===== src/pkg/ptdc_map.svh =====
`ifndef PTDC_MAP_SVH
`define PTDC_MAP_SVH
// ****************************************
// Widths and settings
// ****************************************
`define PTDC_POS_W 32
`define PTDC_WHEEL_W 8
`define PTDC_WHEEL_CENTRE 8'h80
`define PTDC_DEADBAND 8'h20
`define PTDC_BRIGHT_MAX 7'h64
`define PTDC_BRIGHT_MIN 7'h01
`define PTDC_TMO_MIN 9'h001
`define PTDC_TMO_MAX 9'h1E0
`define PTDC_TMO_NEVER 9'h1E1
`define PTDC_TMO_RST 9'h00A
`define PTDC_TMO_STEP1_TOP 9'h00A
`define PTDC_TMO_STEP10_TOP 9'h03C
`define PTDC_STEP_A 9'h001
`define PTDC_STEP_B 9'h00A
`define PTDC_STEP_C 9'h01E
// ****************************************
// Timing
// ****************************************
`define PTDC_CLK_HZ 50000000
`define PTDC_MIN_S 60
`define PTDC_MIN_CYC (64'(`PTDC_CLK_HZ) * `PTDC_MIN_S)
`define PTDC_FLASH_MS 250
`define PTDC_FLASH_CYC (`PTDC_CLK_HZ / 1000 * `PTDC_FLASH_MS)
// ****************************************
// Menu items and mode letters
// ****************************************
`define PTDC_ITEM_N 8
`define PTDC_CHR_V 8'h56
`define PTDC_CHR_P 8'h50
`define PTDC_CHR_J 8'h4A
`endif


===== src/pkg/ptdc_pkg.sv =====
package ptdc_pkg;
  typedef enum logic [1:0] {
    PTDC_WM_VEL,
    PTDC_WM_TAUGHT,
    PTDC_WM_JOG
  } ptdc_wmode_t;
  typedef enum logic [2:0] {
    PTDC_IT_HOME,
    PTDC_IT_WMODE,
    PTDC_IT_TEACH,
    PTDC_IT_BRIGHT,
    PTDC_IT_TMO,
    PTDC_IT_DISABLE,
    PTDC_IT_STAGE,
    PTDC_IT_EXIT
  } ptdc_item_t;
  typedef enum logic [1:0] {
    PTDC_DIR_CTR,
    PTDC_DIR_UP,
    PTDC_DIR_DN
  } ptdc_dir_t;
endpackage : ptdc_pkg


===== src/verilog/ptdc_panel.sv =====
`include "ptdc_map.svh"
module ptdc_panel #(
  parameter int POS_W = `PTDC_POS_W,
  parameter longint MIN_CYC = `PTDC_MIN_CYC,
  parameter int FLASH_CYC = `PTDC_FLASH_CYC
) (
  input wire logic ref_clk_i, // 50 MHz clock
  input wire logic nrst_i, // Sync reset, low
  input wire logic btn_i, // Select button pin
  input wire logic [7:0] wheel_i, // Wheel position, synchronous sample
  input wire logic signed [POS_W-1:0] pos_i, // Present encoder position
  input wire logic home_sw_i, // Home limit switch pin
  input wire logic move_done_i, // Motion controller done pulse
  input wire logic id_valid_i, // Stage identity present
  input wire logic [7:0] id_code_i, // Stage identity code
  input wire logic [6:0] host_dim_i, // Dim level from host
  output logic move_go_o, // Move start pulse
  output logic signed [POS_W-1:0] move_tgt_o, // Move target
  output logic home_drive_o, // Drive toward home switch
  output logic pos_clr_o, // Clear position counter pulse
  output logic homed_led_o, // Homed lamp
  output logic [6:0] disp_level_o, // Display brightness
  output logic [7:0] mode_chr_o, // Mode letter
  output logic menu_open_o, // Menu shown
  output logic [7:0] stage_code_o, // Loaded stage code
  output logic stage_load_o, // Stage parameter load pulse
  output logic ready_o // Start-up finished
);
  // ****************************************
  // Input synchronisers
  // ****************************************
  logic [2:0] btn_s_q, btn_s_d, hsw_s_q, hsw_s_d;
  logic btn_q, btn_d, hsw_q, hsw_d;
  always_comb begin
    btn_s_d = {btn_s_q[1:0], btn_i};
    hsw_s_d = {hsw_s_q[1:0], home_sw_i};
    btn_d = (btn_s_q[2] == btn_s_q[1]) ? btn_s_q[2] : btn_q;
    hsw_d = (hsw_s_q[2] == hsw_s_q[1]) ? hsw_s_q[2] : hsw_q;
  end
  always_ff @(posedge ref_clk_i) begin
    if (!nrst_i) begin
      btn_s_q <= 3'h0;
      hsw_s_q <= 3'h0;
      btn_q <= 1'b0;
      hsw_q <= 1'b0;
    end else begin
      btn_s_q <= btn_s_d;
      hsw_s_q <= hsw_s_d;
      btn_q <= btn_d;
      hsw_q <= hsw_d;
    end
  end
  logic press;
  logic btn_old_q;
  always_ff @(posedge ref_clk_i) begin
    if (!nrst_i) btn_old_q <= 1'b0;
    else btn_old_q <= btn_q;
  end
  assign press = btn_q & ~btn_old_q;
  // ****************************************
  // Wheel classification
  // ****************************************
  ptdc_pkg::ptdc_dir_t dir, dir_q;
  always_comb begin
    if (wheel_i >= `PTDC_WHEEL_CENTRE + `PTDC_DEADBAND) dir = ptdc_pkg::PTDC_DIR_UP;
    else if (wheel_i <= `PTDC_WHEEL_CENTRE - `PTDC_DEADBAND) dir = ptdc_pkg::PTDC_DIR_DN;
    else dir = ptdc_pkg::PTDC_DIR_CTR;
  end
  logic wup, wdn;
  assign wup = (dir == ptdc_pkg::PTDC_DIR_UP) && (dir_q == ptdc_pkg::PTDC_DIR_CTR);
  assign wdn = (dir == ptdc_pkg::PTDC_DIR_DN) && (dir_q == ptdc_pkg::PTDC_DIR_CTR);
  // ****************************************
  // Menu, settings, homing
  // ****************************************
  typedef enum logic [2:0] {ST_BOOT, ST_MAIN, ST_LIST, ST_EDIT, ST_HOMING} ptdc_st_t;
  ptdc_st_t st_q, st_d;
  ptdc_pkg::ptdc_item_t item_q, item_d;
  ptdc_pkg::ptdc_wmode_t wm_q, wm_d, ewm_q, ewm_d;
  logic signed [POS_W-1:0] t1_q, t1_d, t2_q, t2_d, tgt_q, tgt_d;
  logic [6:0] br_q, br_d, ebr_q, ebr_d;
  logic [8:0] tmo_q, tmo_d, etmo_q, etmo_d;
  logic slot_q, slot_d, dis_q, dis_d, edis_q, edis_d, homed_q, homed_d;
  logic go_q, go_d, clr_q, clr_d, ld_q, ld_d, rdy_q, rdy_d;
  logic [7:0] stg_q, stg_d;
  logic [8:0] stp_up, stp_dn;
  always_comb begin
    stp_up = (etmo_q < `PTDC_TMO_STEP1_TOP) ? `PTDC_STEP_A :
             (etmo_q < `PTDC_TMO_STEP10_TOP) ? `PTDC_STEP_B : `PTDC_STEP_C;
    stp_dn = (etmo_q <= `PTDC_TMO_STEP1_TOP) ? `PTDC_STEP_A :
             (etmo_q <= `PTDC_TMO_STEP10_TOP) ? `PTDC_STEP_B : `PTDC_STEP_C;
  end
  always_comb begin
    st_d = st_q; item_d = item_q; wm_d = wm_q; ewm_d = ewm_q;
    t1_d = t1_q; t2_d = t2_q; tgt_d = tgt_q; br_d = br_q; ebr_d = ebr_q;
    tmo_d = tmo_q; etmo_d = etmo_q; slot_d = slot_q; dis_d = dis_q;
    edis_d = edis_q; homed_d = homed_q; stg_d = stg_q; rdy_d = rdy_q;
    go_d = 1'b0; clr_d = 1'b0; ld_d = 1'b0;
    unique case (st_q)
      ST_BOOT: begin
        if (id_valid_i) begin
          stg_d = id_code_i;
          ld_d = 1'b1;
          rdy_d = 1'b1;
          st_d = ST_MAIN;
        end else if (press) begin
          item_d = ptdc_pkg::PTDC_IT_STAGE;
          st_d = ST_EDIT;
        end
      end
      ST_MAIN: begin
        if (press) st_d = ST_LIST;
        else if (!dis_q && wm_q == ptdc_pkg::PTDC_WM_TAUGHT) begin
          if (wdn) begin tgt_d = t1_q; go_d = 1'b1; end
          else if (wup) begin tgt_d = t2_q; go_d = 1'b1; end
        end
      end
      ST_LIST: begin
        if (wup) item_d = ptdc_pkg::ptdc_item_t'(item_q + 3'h1);
        else if (wdn) item_d = ptdc_pkg::ptdc_item_t'(item_q - 3'h1);
        if (press) begin
          ewm_d = wm_q; ebr_d = br_q; etmo_d = tmo_q; edis_d = dis_q; slot_d = 1'b0;
          if (item_q == ptdc_pkg::PTDC_IT_EXIT) st_d = ST_MAIN;
          else if (item_q == ptdc_pkg::PTDC_IT_HOME) begin
            homed_d = 1'b0;
            st_d = ST_HOMING;
          end else st_d = ST_EDIT;
        end
      end
      ST_EDIT: begin
        unique case (item_q)
          ptdc_pkg::PTDC_IT_WMODE: begin
            if (wup) ewm_d = (ewm_q == ptdc_pkg::PTDC_WM_JOG) ? ptdc_pkg::PTDC_WM_VEL :
                            ptdc_pkg::ptdc_wmode_t'(ewm_q + 2'h1);
            if (press) wm_d = ewm_q;
          end
          ptdc_pkg::PTDC_IT_TEACH: begin
            if (wup || wdn) slot_d = ~slot_q;
            if (press && !slot_q) t1_d = pos_i;
            if (press && slot_q) t2_d = pos_i;
          end
          ptdc_pkg::PTDC_IT_BRIGHT: begin
            if (wup && ebr_q < `PTDC_BRIGHT_MAX) ebr_d = ebr_q + 7'h01;
            else if (wdn && ebr_q != 7'h00) ebr_d = ebr_q - 7'h01;
            if (press) br_d = ebr_q;
          end
          ptdc_pkg::PTDC_IT_TMO: begin
            if (wup && etmo_q == `PTDC_TMO_MAX) etmo_d = `PTDC_TMO_NEVER;
            else if (wup && etmo_q < `PTDC_TMO_MAX) etmo_d = etmo_q + stp_up;
            else if (wdn && etmo_q == `PTDC_TMO_NEVER) etmo_d = `PTDC_TMO_MAX;
            else if (wdn && etmo_q > `PTDC_TMO_MIN) etmo_d = etmo_q - stp_dn;
            if (press) tmo_d = etmo_q;
          end
          ptdc_pkg::PTDC_IT_DISABLE: begin
            if (wup || wdn) edis_d = ~edis_q;
            if (press) dis_d = edis_q;
          end
          ptdc_pkg::PTDC_IT_STAGE: begin
            if (wup) stg_d = stg_q + 8'h01;
            else if (wdn) stg_d = stg_q - 8'h01;
            if (press) begin ld_d = 1'b1; rdy_d = 1'b1; end
          end
          default: ;
        endcase
        if (press) st_d = ST_MAIN;
      end
      ST_HOMING: begin
        if (press) st_d = ST_MAIN;
        else if (hsw_q) begin
          clr_d = 1'b1;
          homed_d = 1'b1;
          st_d = ST_MAIN;
        end
      end
      default: st_d = ST_BOOT;
    endcase
  end
  always_ff @(posedge ref_clk_i) begin
    if (!nrst_i) begin
      st_q <= ST_BOOT; item_q <= ptdc_pkg::PTDC_IT_HOME;
      wm_q <= ptdc_pkg::PTDC_WM_VEL; ewm_q <= ptdc_pkg::PTDC_WM_VEL;
      t1_q <= '0; t2_q <= '0; tgt_q <= '0;
      br_q <= `PTDC_BRIGHT_MAX; ebr_q <= `PTDC_BRIGHT_MAX;
      tmo_q <= `PTDC_TMO_RST; etmo_q <= `PTDC_TMO_RST;
      slot_q <= 1'b0; dis_q <= 1'b0; edis_q <= 1'b0; homed_q <= 1'b0;
      go_q <= 1'b0; clr_q <= 1'b0; ld_q <= 1'b0; rdy_q <= 1'b0;
      stg_q <= 8'h00; dir_q <= ptdc_pkg::PTDC_DIR_CTR;
    end else begin
      st_q <= st_d; item_q <= item_d; wm_q <= wm_d; ewm_q <= ewm_d;
      t1_q <= t1_d; t2_q <= t2_d; tgt_q <= tgt_d; br_q <= br_d; ebr_q <= ebr_d;
      tmo_q <= tmo_d; etmo_q <= etmo_d; slot_q <= slot_d; dis_q <= dis_d;
      edis_q <= edis_d; homed_q <= homed_d; go_q <= go_d; clr_q <= clr_d;
      ld_q <= ld_d; rdy_q <= rdy_d; stg_q <= stg_d; dir_q <= dir;
    end
  end
  // ****************************************
  // Display timeout and flasher
  // ****************************************
  logic [31:0] cyc_q, cyc_d, fl_cnt_q, fl_cnt_d;
  logic [8:0] min_q, min_d;
  logic dim_q, dim_d, fl_q, fl_d, act;
  assign act = press | (dir != ptdc_pkg::PTDC_DIR_CTR);
  always_comb begin
    cyc_d = cyc_q; min_d = min_q; dim_d = dim_q;
    if (act) begin
      cyc_d = 32'h0; min_d = 9'h000; dim_d = 1'b0;
    end else if (tmo_q != `PTDC_TMO_NEVER && !dim_q) begin
      if (cyc_q == 32'(MIN_CYC - 1)) begin
        cyc_d = 32'h0;
        min_d = min_q + 9'h001;
        if (min_q + 9'h001 >= tmo_q) dim_d = 1'b1;
      end else cyc_d = cyc_q + 32'h1;
    end
    fl_d = fl_q;
    fl_cnt_d = fl_cnt_q + 32'h1;
    if (fl_cnt_q == 32'(FLASH_CYC - 1)) begin
      fl_cnt_d = 32'h0;
      fl_d = ~fl_q;
    end
  end
  always_ff @(posedge ref_clk_i) begin
    if (!nrst_i) begin
      cyc_q <= 32'h0; min_q <= 9'h000; dim_q <= 1'b0;
      fl_cnt_q <= 32'h0; fl_q <= 1'b0;
    end else begin
      cyc_q <= cyc_d; min_q <= min_d; dim_q <= dim_d;
      fl_cnt_q <= fl_cnt_d; fl_q <= fl_d;
    end
  end
  // ****************************************
  // Outputs
  // ****************************************
  logic [6:0] lvl;
  always_comb begin
    if (br_q == 7'h00) lvl = (st_q == ST_LIST || st_q == ST_EDIT) ? `PTDC_BRIGHT_MIN : 7'h00;
    else if (dim_q) lvl = (host_dim_i < br_q) ? host_dim_i : br_q;
    else lvl = br_q;
  end
  assign disp_level_o = lvl;
  assign move_go_o = go_q;
  assign move_tgt_o = tgt_q;
  assign home_drive_o = (st_q == ST_HOMING);
  assign pos_clr_o = clr_q;
  assign homed_led_o = (st_q == ST_HOMING) ? fl_q : homed_q;
  assign mode_chr_o = (wm_q == ptdc_pkg::PTDC_WM_TAUGHT) ? `PTDC_CHR_P :
                      (wm_q == ptdc_pkg::PTDC_WM_JOG) ? `PTDC_CHR_J : `PTDC_CHR_V;
  assign menu_open_o = (st_q == ST_LIST || st_q == ST_EDIT);
  assign stage_code_o = stg_q;
  assign stage_load_o = ld_q;
  assign ready_o = rdy_q;
  logic unused;
  assign unused = move_done_i;
endmodule : ptdc_panel

===== config.mk =====
export PLATFORM = sky130hd
export DESIGN_NAME = ptdc_panel
export DESIGN_NICKNAME = d
export VERILOG_FILES = /design/src/pkg/ptdc_pkg.sv /design/src/verilog/ptdc_panel.sv
export VERILOG_INCLUDE_DIRS = /design/src /design/src/pkg
export SDC_FILE = /design/constraint.sdc
export NUM_CORES = 1
export LEC_CHECK = 0
export BUFFER_PORTS_ARGS = -buffer_cell sky130_fd_sc_hd__buf_2
export CORE_ASPECT_RATIO = 0.7
export CORE_UTILIZATION = 25
export CTS_BUF_LIST = sky130_fd_sc_hd__clkbuf_8 sky130_fd_sc_hd__clkbuf_16
export DETAILED_ROUTE_END_ITERATION = 10
export HOLD_SLACK_MARGIN = 0.05
export PLACE_DENSITY_LB_ADDON = 0.3
export SETUP_SLACK_MARGIN = 0.05
export SLEW_MARGIN = 20
export SYNTH_ARGS = -nofsm -noshare
export SYNTH_HDL_FRONTEND = slang
export SYNTH_SLANG_ARGS = --single-unit

===== constraint.sdc =====
create_clock -name ref_clk_i -period 4.61 [get_ports ref_clk_i]
set_clock_uncertainty 0.1 [all_clocks]
set_input_delay 0.461 -clock ref_clk_i [delete_from_list [all_inputs] [get_ports ref_clk_i]]
set_output_delay 0.461 -clock ref_clk_i [all_outputs]
set_load 0.02 [all_outputs]

==> impl_results.md <==
* Setup Total Neg Slack at 0 ns
* Average footprint of a synthesized cell at 8.42 um2
* Worst setup timing slack at the placement stage at 0.839 ns
* Post-CTS repair timing setup buffer count at 0
* Unrepaired setup endpoints after global routing: false
* Max Cap Violations at 0
* Number of synthesized flops with an enable pin at 0
* H-tree depth at 1
* Port Buffers at 117
* Cell Area, Synth at 12,200 um2
* LEAKAGE at 0.00543 uW
* Commonest cells after routing, fill and taps aside: 282 x nand2_1, 240 x dfxtp_1, 159 x nor2_1
* Number of iterations in the first detailed-routing pass at 4
* Via total after detailed routing at 10,231
* Transition at the pin with the smallest max-transition slack at 1.07 ns
* Buffer type at the clock tree root: clkbuf_16
* Share of Yosys cell area claimed by the top area cell type at 39.3%
* Clock-pin slew of the registers on the worst-case setup and hold paths at 0.06 ns
* Die outline area at 49,800 um2
* Placeable core region at 48,000 um2
* Global-route wire length before repair at 52,100 um
* Stage delay of the slowest cell on the critical path at 0.54 ns
* Final hold vios at 0
* Ranking of synthesized cells by area: dfxtp_1 39%, nand2_1 8.7%, ha_1 5.0%
* Crit path max-delay cell type: a21boi_0
* I/O Pins at 123
* CP startpoint kind: flop
* Run status: finished clean
* Detail Placement HPWL at 21,300 um
* Final setup violation count at 0
* Category of the most critical setup path: reg -> reg
* Placement Cell Area at 13,300 um2
* Post-route ant nets at 0
* Buffer depth of the longest clock path at 3
* Share of synthesized area occupied by flip-flops and latches at 39.3%
* Clock tree from TritonCTS: yes
* Die height at 187 um
* Flops & latches, synth at 240
* CTS sink count at 240
* Number of design-rule violations left by the first detailed-router iteration at 432
* Most common cell after layout, fill and taps aside: nand2_1
* Final slew viol count at 0
* Beginning of the worst hold path: id_code_i[0]
* Largest net degree at the start of global routing at 71
* Area growth syn-to-layout at 19.4%
* Layout Cell Area excl Fill at 14,600 um2
* Critical path launch point: etmo_q[6]
* # diodes at 0
* Power density normalized to cell area at 321 nW/um2
* Tightest slew margin relative to the limit at 28.6%
* Crit end category: flop
* Number of global-route vias before repair at 9,822
* Weighted congestion at the end of routability-driven global placement at 0.838
* Later-pin clock latency in the skew report at 0.56 ns
* Routed wire length at 32,000 um
* Number of warnings printed during yosys synthesis at 0
* Async set or reset register ratio after synthesis at 0%
* Cells resized by post-CTS repair at 0
* R2r startpoint: etmo_q[6]
* Starting Density at 25.4%
* Cell chain of the critical path: or3_4 -> nor3_1 -> a21boi_0 -> ha_1 -> inv_1 -> fa_1 -> a211oi_1 -> nor2_1 -> nand2_1 -> nand2_1 -> nor4_1 -> a31oi_1 -> o221a_2
* Clock period minus worst slack at 3.80 ns
* Fillers at 5,081
* WP data arrival at 4.13 ns
* Worst setup slack after layout at 0.814 ns
* Kind of path behind the tightest hold check: in -> reg
* Detailed-route DRC error count at 0
* Fraction of final layout cells with drive strength greater than 1 at 14.1%
* Post-detailed-route via-to-cell ratio at 4.58
* Number of antenna violations at the first check in global routing at 1
* Top fanout value on the critical path at 11
* Maximum operating frequency at 263 MHz
* Setup slack of the most critical reg-to-reg path at 0.81 ns
* Required arrival time at the worst endpoint at 4.95 ns
* Synthesized instance count at 1,451
* Number of distinct library cell variants in the gate-level netlist after synthesis at 82
* Number of nets in the layout at 1,675
* Total number of placement rows at 67
* Cell repeated most along the worst path: nand2_1
* Dominant cell type by area after synthesis: dfxtp_1
* Die boundary width at 266 um
* Fin crit share at 82.3%
* Overflow left after global routing at 0
* Main synth FF type: dfxtp_1
* Gr usage total at 12.7%
* Wire length per cell after detailed routing at 14.3 um
* Maximum resistive drop on vdd at 0.259 mV
* Clock buffer count from CTS at 27
-- path summary, 6_finish.rpt --
check,end,depth (start not counted)
hold reg to reg,btn_s_q[1],1
setup reg to reg,etmo_q[8],13
setup / recovery,etmo_q[8],13
hold / removal,stage_code_o[0],3
-- kinds of logic after synthesis --
group                    synth area share (%)
XOR/XNOR                                 6.67
other                                  0.0615
flip-flops                               39.3
buffers and inverters                    4.75
multiplexers                             1.65
AO/OA/AOI/OAI                            17.0
AND/OR/NAND/NOR                          24.9
adder cells (fa/ha/maj)                  5.67
-- registers in the layout, indices dropped and copies added (netlist names), 3 cells and up --
register and cells:
br_q 7, fl_cnt_q 32, t1_q 32, min_q 9, stage_code_o 8, btn_s_q 3, hsw_s_q 3, move_tgt_o 32
ebr_q 7, etmo_q 9, item_q 3, tmo_q 9, t2_q 32, cyc_q 32, st_q 3
-- critical path: cells and delay by family (launching register included) --
family	cells	cell delay (ns)
AOI/OAI and AO/OA	4	1.17
adders and majority gates	2	0.71
buffers and inverters	1	0.06
and+or+nand+nor	6	1.23
DFF	1	0.42
-- power by group --
group	switching [uW]	leakage (uW)	internal, uW
Sequential	15.5	0.00194	2090
Clock	895	0.000477	1400
Combinational	163	0.00301	110
-- per-layer routing --
| layer | up-vias | wire length (um) | GRT usage [%] | part of all wire [%] |
|---|---|---|---|---|
| met5 | - | 13 | 0 | 0.041 |
| met4 | 2 | 541 | 2.79 | 1.7 |
| met3 | 41 | 1570 | 2.49 | 4.9 |
| met2 | 183 | 13800 | 20.1 | 43 |
| met1 | 4799 | 16000 | 17.8 | 50 |
| li1 | 5206 | - | - | - |
-- Yosys cell counts (all sizes together) (7+ instances only) --
| master | n |
|---|---|
| nand2b | 9 |
| ha | 49 |
| o211ai | 12 |
| buf | 53 |
| and3 | 30 |
| or3 | 7 |
| nor2 | 161 |
| a31oi | 8 |
| and4 | 7 |
| mux2i | 19 |
| a211oi | 8 |
| and2 | 17 |
| nand4 | 22 |
| a21boi | 65 |
| xor2 | 62 |
| nor2b | 14 |
| o21ai | 40 |
| nand2 | 283 |
| clkbuf | 31 |
| a21oi | 51 |
| a311oi | 32 |
| nor3 | 20 |
| nand3 | 51 |
| inv | 34 |
| dfxtp | 240 |
| a21o | 13 |
| xnor2 | 31 |
| nor4 | 14 |
-- area by class of cell --
cell class | instances | area [um2] | share of cell area [%]
tap | 655 | 820 | 5.62
inverter | 34 | 128 | 0.875
timing repair buffer | 163 | 1030 | 7.05
sequential | 240 | 4800 | 32.9
multi-input combinational | 1095 | 6860 | 47.0
clock buffer | 34 | 772 | 5.29
clock inverter | 11 | 175 | 1.20
-- stage by stage --
stage	power (uW)	cells	hold slack (ns)	util [%]
after floorplan	2320	1453	0.312	-
after global placement	2400	2154	0.326	27.7
after detailed placement	2400	2154	0.319	27.7
after CTS	4750	2232	0.0626	30.4
after global routing	4880	2232	0.0919	30.4
final	4680	2232	0.0852	30.4
-- repair_timing --
action / in CTS / in global routing
endpoints found under the setup margin: 0 / 0
endpoints found under the hold margin: 58 / 0
hold buffers: 33 / 0
Note: power is estimated with default switching activity, not from simulation.
